[src/afe_cfg_pkg.sv]
package afe_cfg_pkg;

  // Register indices; byte address is four times the index
  localparam logic [3:0] IDX_OSC = 4'h3;
  localparam logic [3:0] IDX_PHASE = 4'h4;
  localparam logic [3:0] IDX_CLAMP_START = 4'h5;
  localparam logic [3:0] IDX_CLAMP_LEN = 4'h6;
  localparam logic [3:0] IDX_LS_WIDTH = 4'h7;
  localparam logic [3:0] IDX_RED_RANGE = 4'h8;
  localparam logic [3:0] IDX_GREEN_RANGE = 4'h9;
  localparam logic [3:0] IDX_BLUE_RANGE = 4'ha;
  localparam logic [3:0] IDX_RED_SHIFT = 4'hb;
  localparam logic [3:0] IDX_GREEN_SHIFT = 4'hc;
  localparam logic [3:0] IDX_BLUE_SHIFT = 4'hd;
  localparam logic [3:0] IDX_SYNC_CTRL = 4'he;
  localparam logic [3:0] IDX_FIRST = IDX_OSC;
  localparam logic [3:0] IDX_LAST = IDX_SYNC_CTRL;
  localparam int ADDR_W = 8;

  // Reset values
  localparam logic [7:0] RST_OSC = 8'h48;
  localparam logic [7:0] RST_PHASE = 8'h80;
  localparam logic [7:0] RST_CLAMP_START = 8'h08;
  localparam logic [7:0] RST_CLAMP_LEN = 8'h14;
  localparam logic [7:0] RST_LS_WIDTH = 8'h20;
  localparam logic [7:0] RST_RANGE = 8'h80;
  localparam logic [7:0] RST_SHIFT = 8'h80;
  localparam logic [7:0] RST_SYNC_CTRL = 8'h40;

  // Field positions
  localparam int OSC_BAND_HI = 7;
  localparam int OSC_BAND_LO = 6;
  localparam int PUMP_HI = 5;
  localparam int PUMP_LO = 3;
  localparam int PHASE_HI = 7;
  localparam int PHASE_LO = 3;
  localparam int SHIFT_HI = 7;
  localparam int SHIFT_LO = 1;
  localparam int SC_LPOL_OVR = 7;
  localparam int SC_LPOL_IN = 6;
  localparam int SC_LPOL_OUT = 5;
  localparam int SC_LSRC_OVR = 4;
  localparam int SC_LSRC_SEL = 3;
  localparam int SC_FS_NOINV = 2;
  localparam int SC_FSRC_OVR = 1;
  localparam int SC_FSRC_SEL = 0;

  // Idle run length that decides the incoming line-sync polarity
  localparam logic [7:0] POL_DET_RUN = 8'h40;

  typedef struct packed {
    logic [1:0] osc_band;
    logic [2:0] pump_current;
    logic [4:0] phase_step;
    logic [7:0] red_range;
    logic [7:0] green_range;
    logic [7:0] blue_range;
    logic [6:0] red_dc_shift;
    logic [6:0] green_dc_shift;
    logic [6:0] blue_dc_shift;
  } analog_cfg_s;

  typedef struct packed {
    logic line_sync_pin;
    logic green_sync_pin;
    logic frame_sync_pin;
    logic sep_frame_pin;
  } sync_pins_s;

  typedef struct packed {
    logic line_in_active;
    logic green_in_active;
    logic sep_frame_chosen;
  } detect_s;

endpackage : afe_cfg_pkg

[src/video_afe_sync_clamp_config.sv]
`timescale 1ns/1ps
`default_nettype none
// Operation
// - Two bits choose PLL oscillator band
// - Three bits choose charge pump current
// - Five-bit sample phase, 1/32 pixel steps
// - Clamp starts N pixels after sync trailing edge
// - Clamp lasts N pixels; host never writes zero
// - Output sync leading edge from phased clock
// - Output sync ends after programmed pixel count
// - Bit 7 chooses detected or given polarity
// - Bit 6 gives incoming line-sync polarity
// - Bit 5 sets output line-sync polarity
// - Bit 4 chooses user or detected source
// - Bit 3 picks line input or green slicer
// - Bit 2 set turns off frame-sync output inversion
// - Bit 1 chooses user or detected frame source
module video_afe_sync_clamp_config
(
  input wire logic clk,
  input wire logic rst,
  input wire logic psel,
  input wire logic penable,
  input wire logic pwrite,
  input wire logic [afe_cfg_pkg::ADDR_W-1:0] paddr,
  input wire logic [31:0] pwdata,
  output logic [31:0] prdata,
  output logic pready,
  output logic pslverr,
  input wire afe_cfg_pkg::sync_pins_s pins,
  input wire afe_cfg_pkg::detect_s detect,
  output afe_cfg_pkg::analog_cfg_s analog_cfg,
  output logic clamp_active,
  output logic line_sync_out,
  output logic frame_sync_out
);
  import afe_cfg_pkg::*;

  function automatic logic [3:0] reg_index(input logic [ADDR_W-1:0] a);
    reg_index = a[5:2];
  endfunction : reg_index

  function automatic logic addr_hit(input logic [ADDR_W-1:0] a);
    addr_hit = (a[1:0] == 2'h0) && (a[ADDR_W-1:6] == '0) &&
      (reg_index(a) >= IDX_FIRST) && (reg_index(a) <= IDX_LAST);
  endfunction : addr_hit

  logic [7:0] regs [IDX_FIRST:IDX_LAST];
  logic setup;
  logic wr_en;
  logic [3:0] idx;

  assign setup = psel && !penable;
  assign idx = reg_index(paddr);
  assign wr_en = psel && penable && pwrite && addr_hit(paddr);
  // Zero wait states: read data is captured in the setup cycle
  assign pready = 1'b1;
  assign pslverr = psel && penable && !addr_hit(paddr);

  // Register file
  always_ff @(posedge clk)
  begin
    if (rst)
    begin
      regs[IDX_OSC] <= RST_OSC;
      regs[IDX_PHASE] <= RST_PHASE;
      regs[IDX_CLAMP_START] <= RST_CLAMP_START;
      regs[IDX_CLAMP_LEN] <= RST_CLAMP_LEN;
      regs[IDX_LS_WIDTH] <= RST_LS_WIDTH;
      regs[IDX_RED_RANGE] <= RST_RANGE;
      regs[IDX_GREEN_RANGE] <= RST_RANGE;
      regs[IDX_BLUE_RANGE] <= RST_RANGE;
      regs[IDX_RED_SHIFT] <= RST_SHIFT;
      regs[IDX_GREEN_SHIFT] <= RST_SHIFT;
      regs[IDX_BLUE_SHIFT] <= RST_SHIFT;
      regs[IDX_SYNC_CTRL] <= RST_SYNC_CTRL;
    end
    else if (wr_en)
    begin
      regs[idx] <= pwdata[7:0];
    end
  end

  always_ff @(posedge clk)
  begin
    if (rst)
    begin
      prdata <= 32'h0000_0000;
    end
    else if (setup && !pwrite && addr_hit(paddr))
    begin
      prdata <= {24'h00_0000, regs[idx]};
    end
    else if (setup)
    begin
      prdata <= 32'h0000_0000;
    end
  end

  // Analog settings; unused low bits are simply not passed on
  always_ff @(posedge clk)
  begin
    if (rst)
    begin
      analog_cfg <= '0;
    end
    else
    begin
      analog_cfg.osc_band <= regs[IDX_OSC][OSC_BAND_HI:OSC_BAND_LO];
      analog_cfg.pump_current <= regs[IDX_OSC][PUMP_HI:PUMP_LO];
      analog_cfg.phase_step <= regs[IDX_PHASE][PHASE_HI:PHASE_LO];
      analog_cfg.red_range <= regs[IDX_RED_RANGE];
      analog_cfg.green_range <= regs[IDX_GREEN_RANGE];
      analog_cfg.blue_range <= regs[IDX_BLUE_RANGE];
      analog_cfg.red_dc_shift <= regs[IDX_RED_SHIFT][SHIFT_HI:SHIFT_LO];
      analog_cfg.green_dc_shift <= regs[IDX_GREEN_SHIFT][SHIFT_HI:SHIFT_LO];
      analog_cfg.blue_dc_shift <= regs[IDX_BLUE_SHIFT][SHIFT_HI:SHIFT_LO];
    end
  end

  // Pin synchronisers: three stages, level moves when stages 2 and 3 agree
  logic [3:0] sync1;
  logic [3:0] sync2;
  logic [3:0] sync3;
  logic [3:0] pin_lvl;

  always_ff @(posedge clk)
  begin
    if (rst)
    begin
      sync1 <= 4'h0;
      sync2 <= 4'h0;
      sync3 <= 4'h0;
    end
    else
    begin
      sync1 <= pins;
      sync2 <= sync1;
      sync3 <= sync2;
    end
  end

  always_ff @(posedge clk)
  begin
    if (rst)
    begin
      pin_lvl <= 4'h0;
    end
    else
    begin
      for (int i = 0; i < 4; i++)
      begin
        if (sync2[i] == sync3[i])
        begin
          pin_lvl[i] <= sync3[i];
        end
      end
    end
  end

  logic line_pin;
  logic green_pin;
  logic frame_pin;
  logic sep_pin;
  assign line_pin = pin_lvl[3];
  assign green_pin = pin_lvl[2];
  assign frame_pin = pin_lvl[1];
  assign sep_pin = pin_lvl[0];

  // Line-sync source choice
  logic [7:0] sc;
  logic use_green;
  logic line_raw;
  assign sc = regs[IDX_SYNC_CTRL];

  always_comb
  begin
    if (sc[SC_LSRC_OVR])
    begin
      use_green = sc[SC_LSRC_SEL];
    end
    else if (detect.line_in_active && detect.green_in_active)
    begin
      use_green = sc[SC_LSRC_SEL];
    end
    else
    begin
      use_green = detect.green_in_active && !detect.line_in_active;
    end
  end

  assign line_raw = use_green ? green_pin : line_pin;

  // Polarity detect: the level that idles long is the inactive one
  logic [7:0] run_len;
  logic raw_prev;
  logic det_active_high;
  logic active_high;

  always_ff @(posedge clk)
  begin
    if (rst)
    begin
      run_len <= 8'h00;
      raw_prev <= 1'b0;
      det_active_high <= 1'b1;
    end
    else
    begin
      raw_prev <= line_raw;
      if (line_raw != raw_prev)
      begin
        run_len <= 8'h00;
      end
      else if (run_len != POL_DET_RUN)
      begin
        run_len <= run_len + 8'h01;
      end
      else
      begin
        det_active_high <= !line_raw;
      end
    end
  end

  assign active_high = sc[SC_LPOL_OVR] ? sc[SC_LPOL_IN] : det_active_high;

  logic line_act;
  logic line_act_prev;
  logic lead_edge;
  logic trail_edge;
  assign line_act = line_raw ~^ active_high;
  assign lead_edge = line_act && !line_act_prev;
  assign trail_edge = !line_act && line_act_prev;

  always_ff @(posedge clk)
  begin
    if (rst)
    begin
      line_act_prev <= 1'b0;
    end
    else
    begin
      line_act_prev <= line_act;
    end
  end

  // Clamp: delay then duration, both in pixel periods
  logic [7:0] clamp_dly;
  logic [7:0] clamp_cnt;
  logic clamp_wait;

  always_ff @(posedge clk)
  begin
    if (rst)
    begin
      clamp_dly <= 8'h00;
      clamp_cnt <= 8'h00;
      clamp_wait <= 1'b0;
      clamp_active <= 1'b0;
    end
    else if (trail_edge)
    begin
      // Zero start is illegal; treated as one so the clamp still runs
      clamp_dly <= (regs[IDX_CLAMP_START] == 8'h00) ? 8'h01 : regs[IDX_CLAMP_START];
      clamp_wait <= 1'b1;
      clamp_active <= 1'b0;
    end
    else if (clamp_wait)
    begin
      if (clamp_dly == 8'h01)
      begin
        clamp_wait <= 1'b0;
        clamp_active <= (regs[IDX_CLAMP_LEN] != 8'h00);
        clamp_cnt <= regs[IDX_CLAMP_LEN];
      end
      clamp_dly <= clamp_dly - 8'h01;
    end
    else if (clamp_active)
    begin
      clamp_cnt <= clamp_cnt - 8'h01;
      if (clamp_cnt == 8'h01)
      begin
        clamp_active <= 1'b0;
      end
    end
  end

  // Output line sync; clk stands for the phase-adjusted PLL clock
  logic [7:0] ls_cnt;
  logic ls_on;

  always_ff @(posedge clk)
  begin
    if (rst)
    begin
      ls_cnt <= 8'h00;
      ls_on <= 1'b0;
    end
    else if (lead_edge && regs[IDX_LS_WIDTH] != 8'h00)
    begin
      ls_on <= 1'b1;
      ls_cnt <= regs[IDX_LS_WIDTH];
    end
    else if (ls_on)
    begin
      ls_cnt <= ls_cnt - 8'h01;
      if (ls_cnt == 8'h01)
      begin
        ls_on <= 1'b0;
      end
    end
  end

  always_ff @(posedge clk)
  begin
    if (rst)
    begin
      line_sync_out <= 1'b0;
    end
    else
    begin
      line_sync_out <= ls_on ^ sc[SC_LPOL_OUT];
    end
  end

  // Frame sync path
  logic use_sep;
  assign use_sep = sc[SC_FSRC_OVR] ? sc[SC_FSRC_SEL] : detect.sep_frame_chosen;

  always_ff @(posedge clk)
  begin
    if (rst)
    begin
      frame_sync_out <= 1'b1;
    end
    else
    begin
      frame_sync_out <= (use_sep ? sep_pin : frame_pin) ^ !sc[SC_FS_NOINV];
    end
  end

endmodule : video_afe_sync_clamp_config
`default_nettype wire

[config.mk]
export PLATFORM = sky130hd
export DESIGN_NAME = video_afe_sync_clamp_config
export DESIGN_NICKNAME = d
export VERILOG_FILES = /design/src/afe_cfg_pkg.sv /design/src/video_afe_sync_clamp_config.sv
export SDC_FILE = /design/constraint.sdc
export NUM_CORES = 1
export LEC_CHECK = 0
export CORE_ASPECT_RATIO = 1.5
export CORE_MARGIN = 2
export CORE_UTILIZATION = 60
export CTS_BUF_LIST = sky130_fd_sc_hd__clkbuf_8
export CTS_CLUSTER_DIAMETER = 80
export DETAILED_ROUTE_END_ITERATION = 8
export DONT_BUFFER_PORTS = 1
export PLACE_DENSITY = 0.76
export REMOVE_ABC_BUFFERS = 1
export SLEW_MARGIN = 10
export SYNTH_ARGS = -nofsm -noshare
export SYNTH_HDL_FRONTEND = slang
export SYNTH_SLANG_ARGS = --single-unit
[constraint.sdc]
create_clock -name clk -period 5.2 [get_ports clk]
set_input_delay 1.3 -clock clk [delete_from_list [all_inputs] [get_ports clk]]
set_output_delay 1.3 -clock clk [all_outputs]
set_load 0.005 [all_outputs]
## Word-level counts from Yosys, hierarchy flattened

Memories as Yosys holds them, arrays and structs flattened. A register that Yosys moved wholly into a read port is not among the register bits.
Cells that the tools add are included.
Widths: inputs -> output; s select.

- Input port bits: 52
- Memories kept: 1
- Register bits after elaboration: 64
- Word-level logic and storage cells: 114
- Output and inout port bits: 92
- Bits in writable memories: 96

- Magnitude comparators: 2
- Bitwise logic cells: 6
- Reduce and logical (&&, ||, !) cells: 37
- Mux-type cells: 34
- Add/subtract/negate cells: 4
- Equal/unequal tests: 10

Memories:

| name | depth | width | rd ports | clocked after Yosys merged registers in | write ports | RTL line | RTL |
|---|---|---|---|---|---|---|---|
| regs | 12 | 8 | 13 | 8 | 12 | video_afe_sync_clamp_config.sv:48 | `logic [7:0] regs [IDX_FIRST:IDX_LAST];` |

Operator list:

| cell | count |
|---|---|
| $mux 8 | 11 |
| $eq 8x1->1 const B | 3 |
| $sub 8x1->8 const B | 3 |
| $mux 1 | 22 |
| $reduce_bool 8->1 | 2 |
| $logic_and 1x1->1 | 15 |
| $add 8x1->8 const B | 1 |
| $logic_not 1->1 | 8 |
| $logic_not 8->1 | 1 |
| $ne 8x7->1 const B | 1 |
| $reduce_bool 2->1 | 4 |
| $reduce_or 8->1 | 1 |
| $eq 1x1->1 | 4 |
| $ge 4x2->1 const B | 1 |
| $le 4x4->1 const B | 1 |
| $logic_not 2->1 | 2 |
| $mux 4 | 1 |
| $reduce_or 2->1 | 2 |
| $not 1->1 | 3 |
| $reduce_and 3->1 | 1 |
| $ne 2x1->1 const B | 1 |
| $reduce_and 2->1 | 1 |
| $xor 1x1->1 | 2 |
| $ne 1x1->1 | 1 |
| $xnor 1x1->1 | 1 |

## Logic depth before layout (Yosys ltp)

- Depth in word-level cells: 10
- Mapped depth: 8
- Mapped depth without buffers: 7

## Worst setup path after synthesis

OpenSTA, ideal clock, no wires.

- Kind: input -> output
- From: input paddr[2] (netlist bit)
- To: output pslverr
- Path slack: 1.873 ns
- Cell stages on the path: 5
- Buffers on the path: 1
- Arrival: 2.027 ns
- Required time: 3.900 ns
- Cells stage by stage: buf_2 nand2_1 nand2_1 nand3_1 and3_1

- Longest elaborated chain between the ends: 5
- Elaborated cells between the ends (all ways): 6
- Classes of those cells: order compare (2); reduce/logical (4)

Ends and longest elaborated chain:

| item | RTL line | RTL |
|---|---|---|
| from (decl) | video_afe_sync_clamp_config.sv:25 | `input wire logic [afe_cfg_pkg::ADDR_W-1:0] paddr,` |
| $ge 4x2->1 | video_afe_sync_clamp_config.sv:45 | `(reg_index(a) >= IDX_FIRST) && (reg_index(a) <= IDX_LAST);` |
| $logic_and 1x1->1 | video_afe_sync_clamp_config.sv:44 | `addr_hit = (a[1:0] == 2'h0) && (a[ADDR_W-1:6] == '0) &&` |
| $logic_and 1x1->1 * | video_afe_sync_clamp_config.sv:45 |  |
| $logic_not 1->1 * | video_afe_sync_clamp_config.sv:58 | `assign pslverr = psel && penable && !addr_hit(paddr);` |
| $logic_and 1x1->1 * | video_afe_sync_clamp_config.sv:58 |  |
| to (decl) | video_afe_sync_clamp_config.sv:29 | `output logic pslverr,` |

Every way passes the cells marked *; elsewhere a longest branch is shown, timed or not.

## Worst setup path in the final report

- From: input paddr[1] (netlist bit)
- To: output pslverr

- Longest elaborated chain between the ends: 6

Ends and longest elaborated chain:

| item | RTL line |
|---|---|
| $logic_not 2->1 | video_afe_sync_clamp_config.sv:44 |
| $logic_and 1x1->1 (2 in series) | video_afe_sync_clamp_config.sv:44 |
| $logic_and 1x1->1 | video_afe_sync_clamp_config.sv:45 |
| $logic_not 1->1 | video_afe_sync_clamp_config.sv:58 |
| $logic_and 1x1->1 | video_afe_sync_clamp_config.sv:58 |

No other way between the ends.

==> summary.md <==
| Metric | Value |
|---|---|
| Post-DP HPWL | 15.4 mm |
| Post-synth ARST share | 0% |
| Boundary pin count | 144 |
| Number of flops mapped to enable cells by yosys | 128 |
| Post-synthesis sequential area ratio | 60.2% |
| Clock H-tree levels | 2 |
| Skew final | 23.4 ps |
| Final core occ | 66.5% |
| Tightest Hold Check Type | flip-flop to flip-flop |
| WP data required | 3900 ps |
| Setup WS pre-CTS | 1380 ps |
| Rows | 58 |
| Clock Path Buffers | 3 |
| Setup violators final | 0 |
| Fmax | 278 MHz |
| Ant diodes | 0 |
| Leakage | 4.16 nW |
| Ys Warns | 0 |
| WL/cell | 20.7 um |
| Comb pwr share | 9.4% |
| Primary FF master, synth | edfxtp_1 |
| Post-CTS Resized | 0 |
| DRC Markers | 0 |
| Fin crit period | 3600 ps |
| PD cells | 366 nW/um^2 |
| Hold path cells | 1 |
| Core Region | 16800 sq um |
| GP Congestion | 0.880 |
| IO Port Bufs | 0 |
| RSZ-0062 raised after global routing | no |
| Global Route Usage Sum | 24.8% |
| Post-layout instance area | 11200 sq um |
| CTS Buf Count | 37 |
| Die W | 111 um |
| Final WL | 22.6 mm |
| Setup Crit Path Kind | input pin to primary output |
| Die height | 165 um |
| Final nets | 913 |
| Worst ir drop on vdd | 0.000246 V |
| Slew headroom | 30.9% |
| FF-to-FF End | clamp_cnt[0]$_SDFFE_PP0P_ |
| Vias in the first global route | 6486 |
| Hold EP | sync2[1]$_SDFF_PP0_ |
| Max-cap violations | 0 |
| Critical R2R Launch | regs[14][4]$_SDFFCE_PN0P_ |
| Synth cell types | 52 |
| P_int | 3.10 mW |
| Post-CTS Setup Inserts | 0 |
| Root buf cell | clkbuf_8 |
| Sw frac | 24.4% |
| Area added between synthesis and finish | 8.33% |
| Via/cell ratio | 5.76 |
| Drt first pass iters | 7 |
| Mapped Avg Cell Area | 12.7 sq um |
| Total net switching power | 1.00 mW |
| Hold Crit Start | sync1[1]$_SDFF_PP0_ |
| Fin worst setup slack | 1600 ps |
| CTS tree | yes |
| First DRT Iteration DRCs | 385 |
| Synthesized area | 10300 sq um |
| Sequential Power Share | 55.4% |
| Clk Latency, worst-skew pair | 520 ps |
| Status | finished clean |
| Worst-margin pin slew | 1030 ps |
| First-pass GRT wire length | 34.6 mm |
| Clock sink total | 247 |
| Final period util | 69.2% |
| ANT nets after route | 0 |
| Hold Vio Cnt, Final | 0 |
| Crit path DAT | 2300 ps |
| Starting density of the core | 61.4% |
| Worst setup SP type | input pin |
| Layout cells sized above 1 | 12.7% |
| Overflow after GRT | 0 |
| Syn Inst Count | 817 |
| Register bit total from synthesis | 247 |
| Clock group share of total power | 35.2% |
| Final Max Slew Viols | 0 |
| R2r setup slk | 2760 ps |
| Vias post-DR | 6280 |
| Worst setup EP type | primary output |
| Setup TNS Final | 0 ps |
| Largest net degree at the start of global routing | 101 |
| Placed Area | 10500 sq um |
| Hold-fix buffers at CTS | 0 |
| R2r worst-path depth | 5 |
| Clock slew at reported path FFs | 60 ps |
| Initial antenna violation count | 2 |
| Worst Path Max Fanout | 2 |
| DIE AREA | 18300 sq um |
final cells by class:
| type | instances | area (sq um) |
|---|---|---|
| Timing Repair Buffer | 9 | 67.6 |
| Multi-Input combinational cell | 536 | 3880 |
| Inverter | 22 | 82.6 |
| Tap cell | 210 | 263 |
| Fill cell | 1253 | 5640 |
| Clock inverter | 26 | 118 |
| Sequential cell | 247 | 6230 |
| Clock buffer | 41 | 564 |
placed cells by master (no fill, tap or decap), types with 3 or more instances in the layout:
| cell | netlist | routed |
|---|---|---|
| edfxtp_1 | 128 | 128 |
| nor4_1 | 8 | 8 |
| o21ai_0 | 31 | 31 |
| buf_4 | 26 | 9 |
| nand3_1 | 15 | 15 |
| and2_1 | 82 | 82 |
| clkinv_1 | 0 | 4 |
| clkinvlp_4 | 0 | 3 |
| nor2_1 | 27 | 27 |
| dfxtp_1 | 119 | 119 |
| nand2b_1 | 8 | 8 |
| and3_1 | 4 | 4 |
| ha_1 | 8 | 8 |
| or2_2 | 4 | 4 |
| clkbuf_8 | 0 | 41 |
| clkinv_2 | 0 | 7 |
| inv_1 | 22 | 34 |
| conb_1 | 2 | 57 |
| nand2_1 | 42 | 42 |
| mux4_2 | 40 | 40 |
| nor2b_1 | 68 | 68 |
| nor3_1 | 17 | 17 |
| xor2_1 | 9 | 9 |
| or3_1 | 15 | 15 |
| a211oi_1 | 13 | 13 |
| mux2i_1 | 13 | 13 |
| a21oi_1 | 21 | 21 |
| and4b_1 | 6 | 6 |
| xnor2_1 | 20 | 20 |
routing by layer:
| metal | global-route usage, % | share of wire [%] |
|---|---|---|
| met1 | 26.1 | 34 |
| met2 | 45.7 | 54 |
| met3 | 6.20 | 7.3 |
| met4 | 12.7 | 4.6 |
| met5 | 0 | 0.057 |
flip-flops by register name (all words and copies together), names as in the netlist:
signal / flops
frame_sync_out: 1
prdata: 8
sync3: 4
analog_cfg: 55
det_active_high: 1
clamp_cnt: 8
ls_on: 1
sync2: 4
clamp_dly: 8
line_sync_out: 1
line_act_prev: 1
clamp_wait: 1
ls_cnt: 8
pin_lvl: 4
clamp_active: 1
regs: 128
raw_prev: 1
sync1: 4
run_len: 8
cells in the mapped netlist (4+ instances only):
library cell	instances	area (sq um)
and4b_1	6	60.1
ha_1	8	100
dfxtp_1	119	2380
or3_1	15	93.8
buf_1	8	30.0
clkbuf_1	31	116
nor2b_1	68	425
nor3_1	17	85.1
mux4_2	40	901
inv_1	22	82.6
nand2b_1	8	50.1
or2_2	4	25.0
nand3_1	15	75.1
nor2_1	27	101
a211oi_1	13	97.6
edfxtp_1	128	3840
xnor2_1	20	175
nor4_1	8	50.1
mux2i_1	13	130
nand2_1	42	158
xor2_1	9	78.8
and3_1	4	25.0
o21ai_0	31	155
a21oi_1	21	105
buf_4	26	195
and2_1	82	513
worst max path at each step:
stage | startpoint | to | slack, ps | cells after the start
after floorplan | paddr[1] | pslverr | 2010 | 3
after global placement | paddr[1] | regs[6][3]$_SDFFCE_PN0P_ | 1480 | 4
after detailed placement | paddr[1] | regs[6][3]$_SDFFCE_PN0P_ | 1380 | 4
after CTS | paddr[1] | pslverr | 1570 | 3
after global routing | paddr[1] | pslverr | 1520 | 3
final | paddr[1] | pslverr | 1600 | 3
metrics by stage:
step                      power [mW]  std cells  hold WS [ps]
after global routing            4.26       1091           462
final                           4.10       1091           444
after floorplan                 2.59        805           414
after global placement          2.67       1024           417
after detailed placement        2.69       1024           436
after CTS                       4.13       1091           449
logic make-up after synthesis:
logic type / after synthesis / share of synthesized area (%)
AND/OR/NAND/NOR: 308 / 17.1
buffers and inverters: 89 / 4.26
other: 2 / 0.0727
AO/OA/AOI/OAI: 80 / 4.83
multiplexers: 54 / 10.1
XOR/XNOR: 29 / 2.46
flip-flops: 247 / 60.2
adder cells (fa/ha/maj): 8 / 0.968
power groups by stage:
stage	Sequential, mW	Clock [mW]	Combinational, mW
finish	2.27	1.44	0.384
global route	2.29	1.55	0.421
CTS	2.27	1.47	0.384
detailed placement	2.32	0	0.379
global placement	2.31	0	0.360
floorplan	2.28	0	0.308
worst max-delay path, stage by stage:
cell and delay (ps):
nor4_1 550, nand3_1 170, and3_1 280
Note: power is estimated with default switching activity, not from simulation.
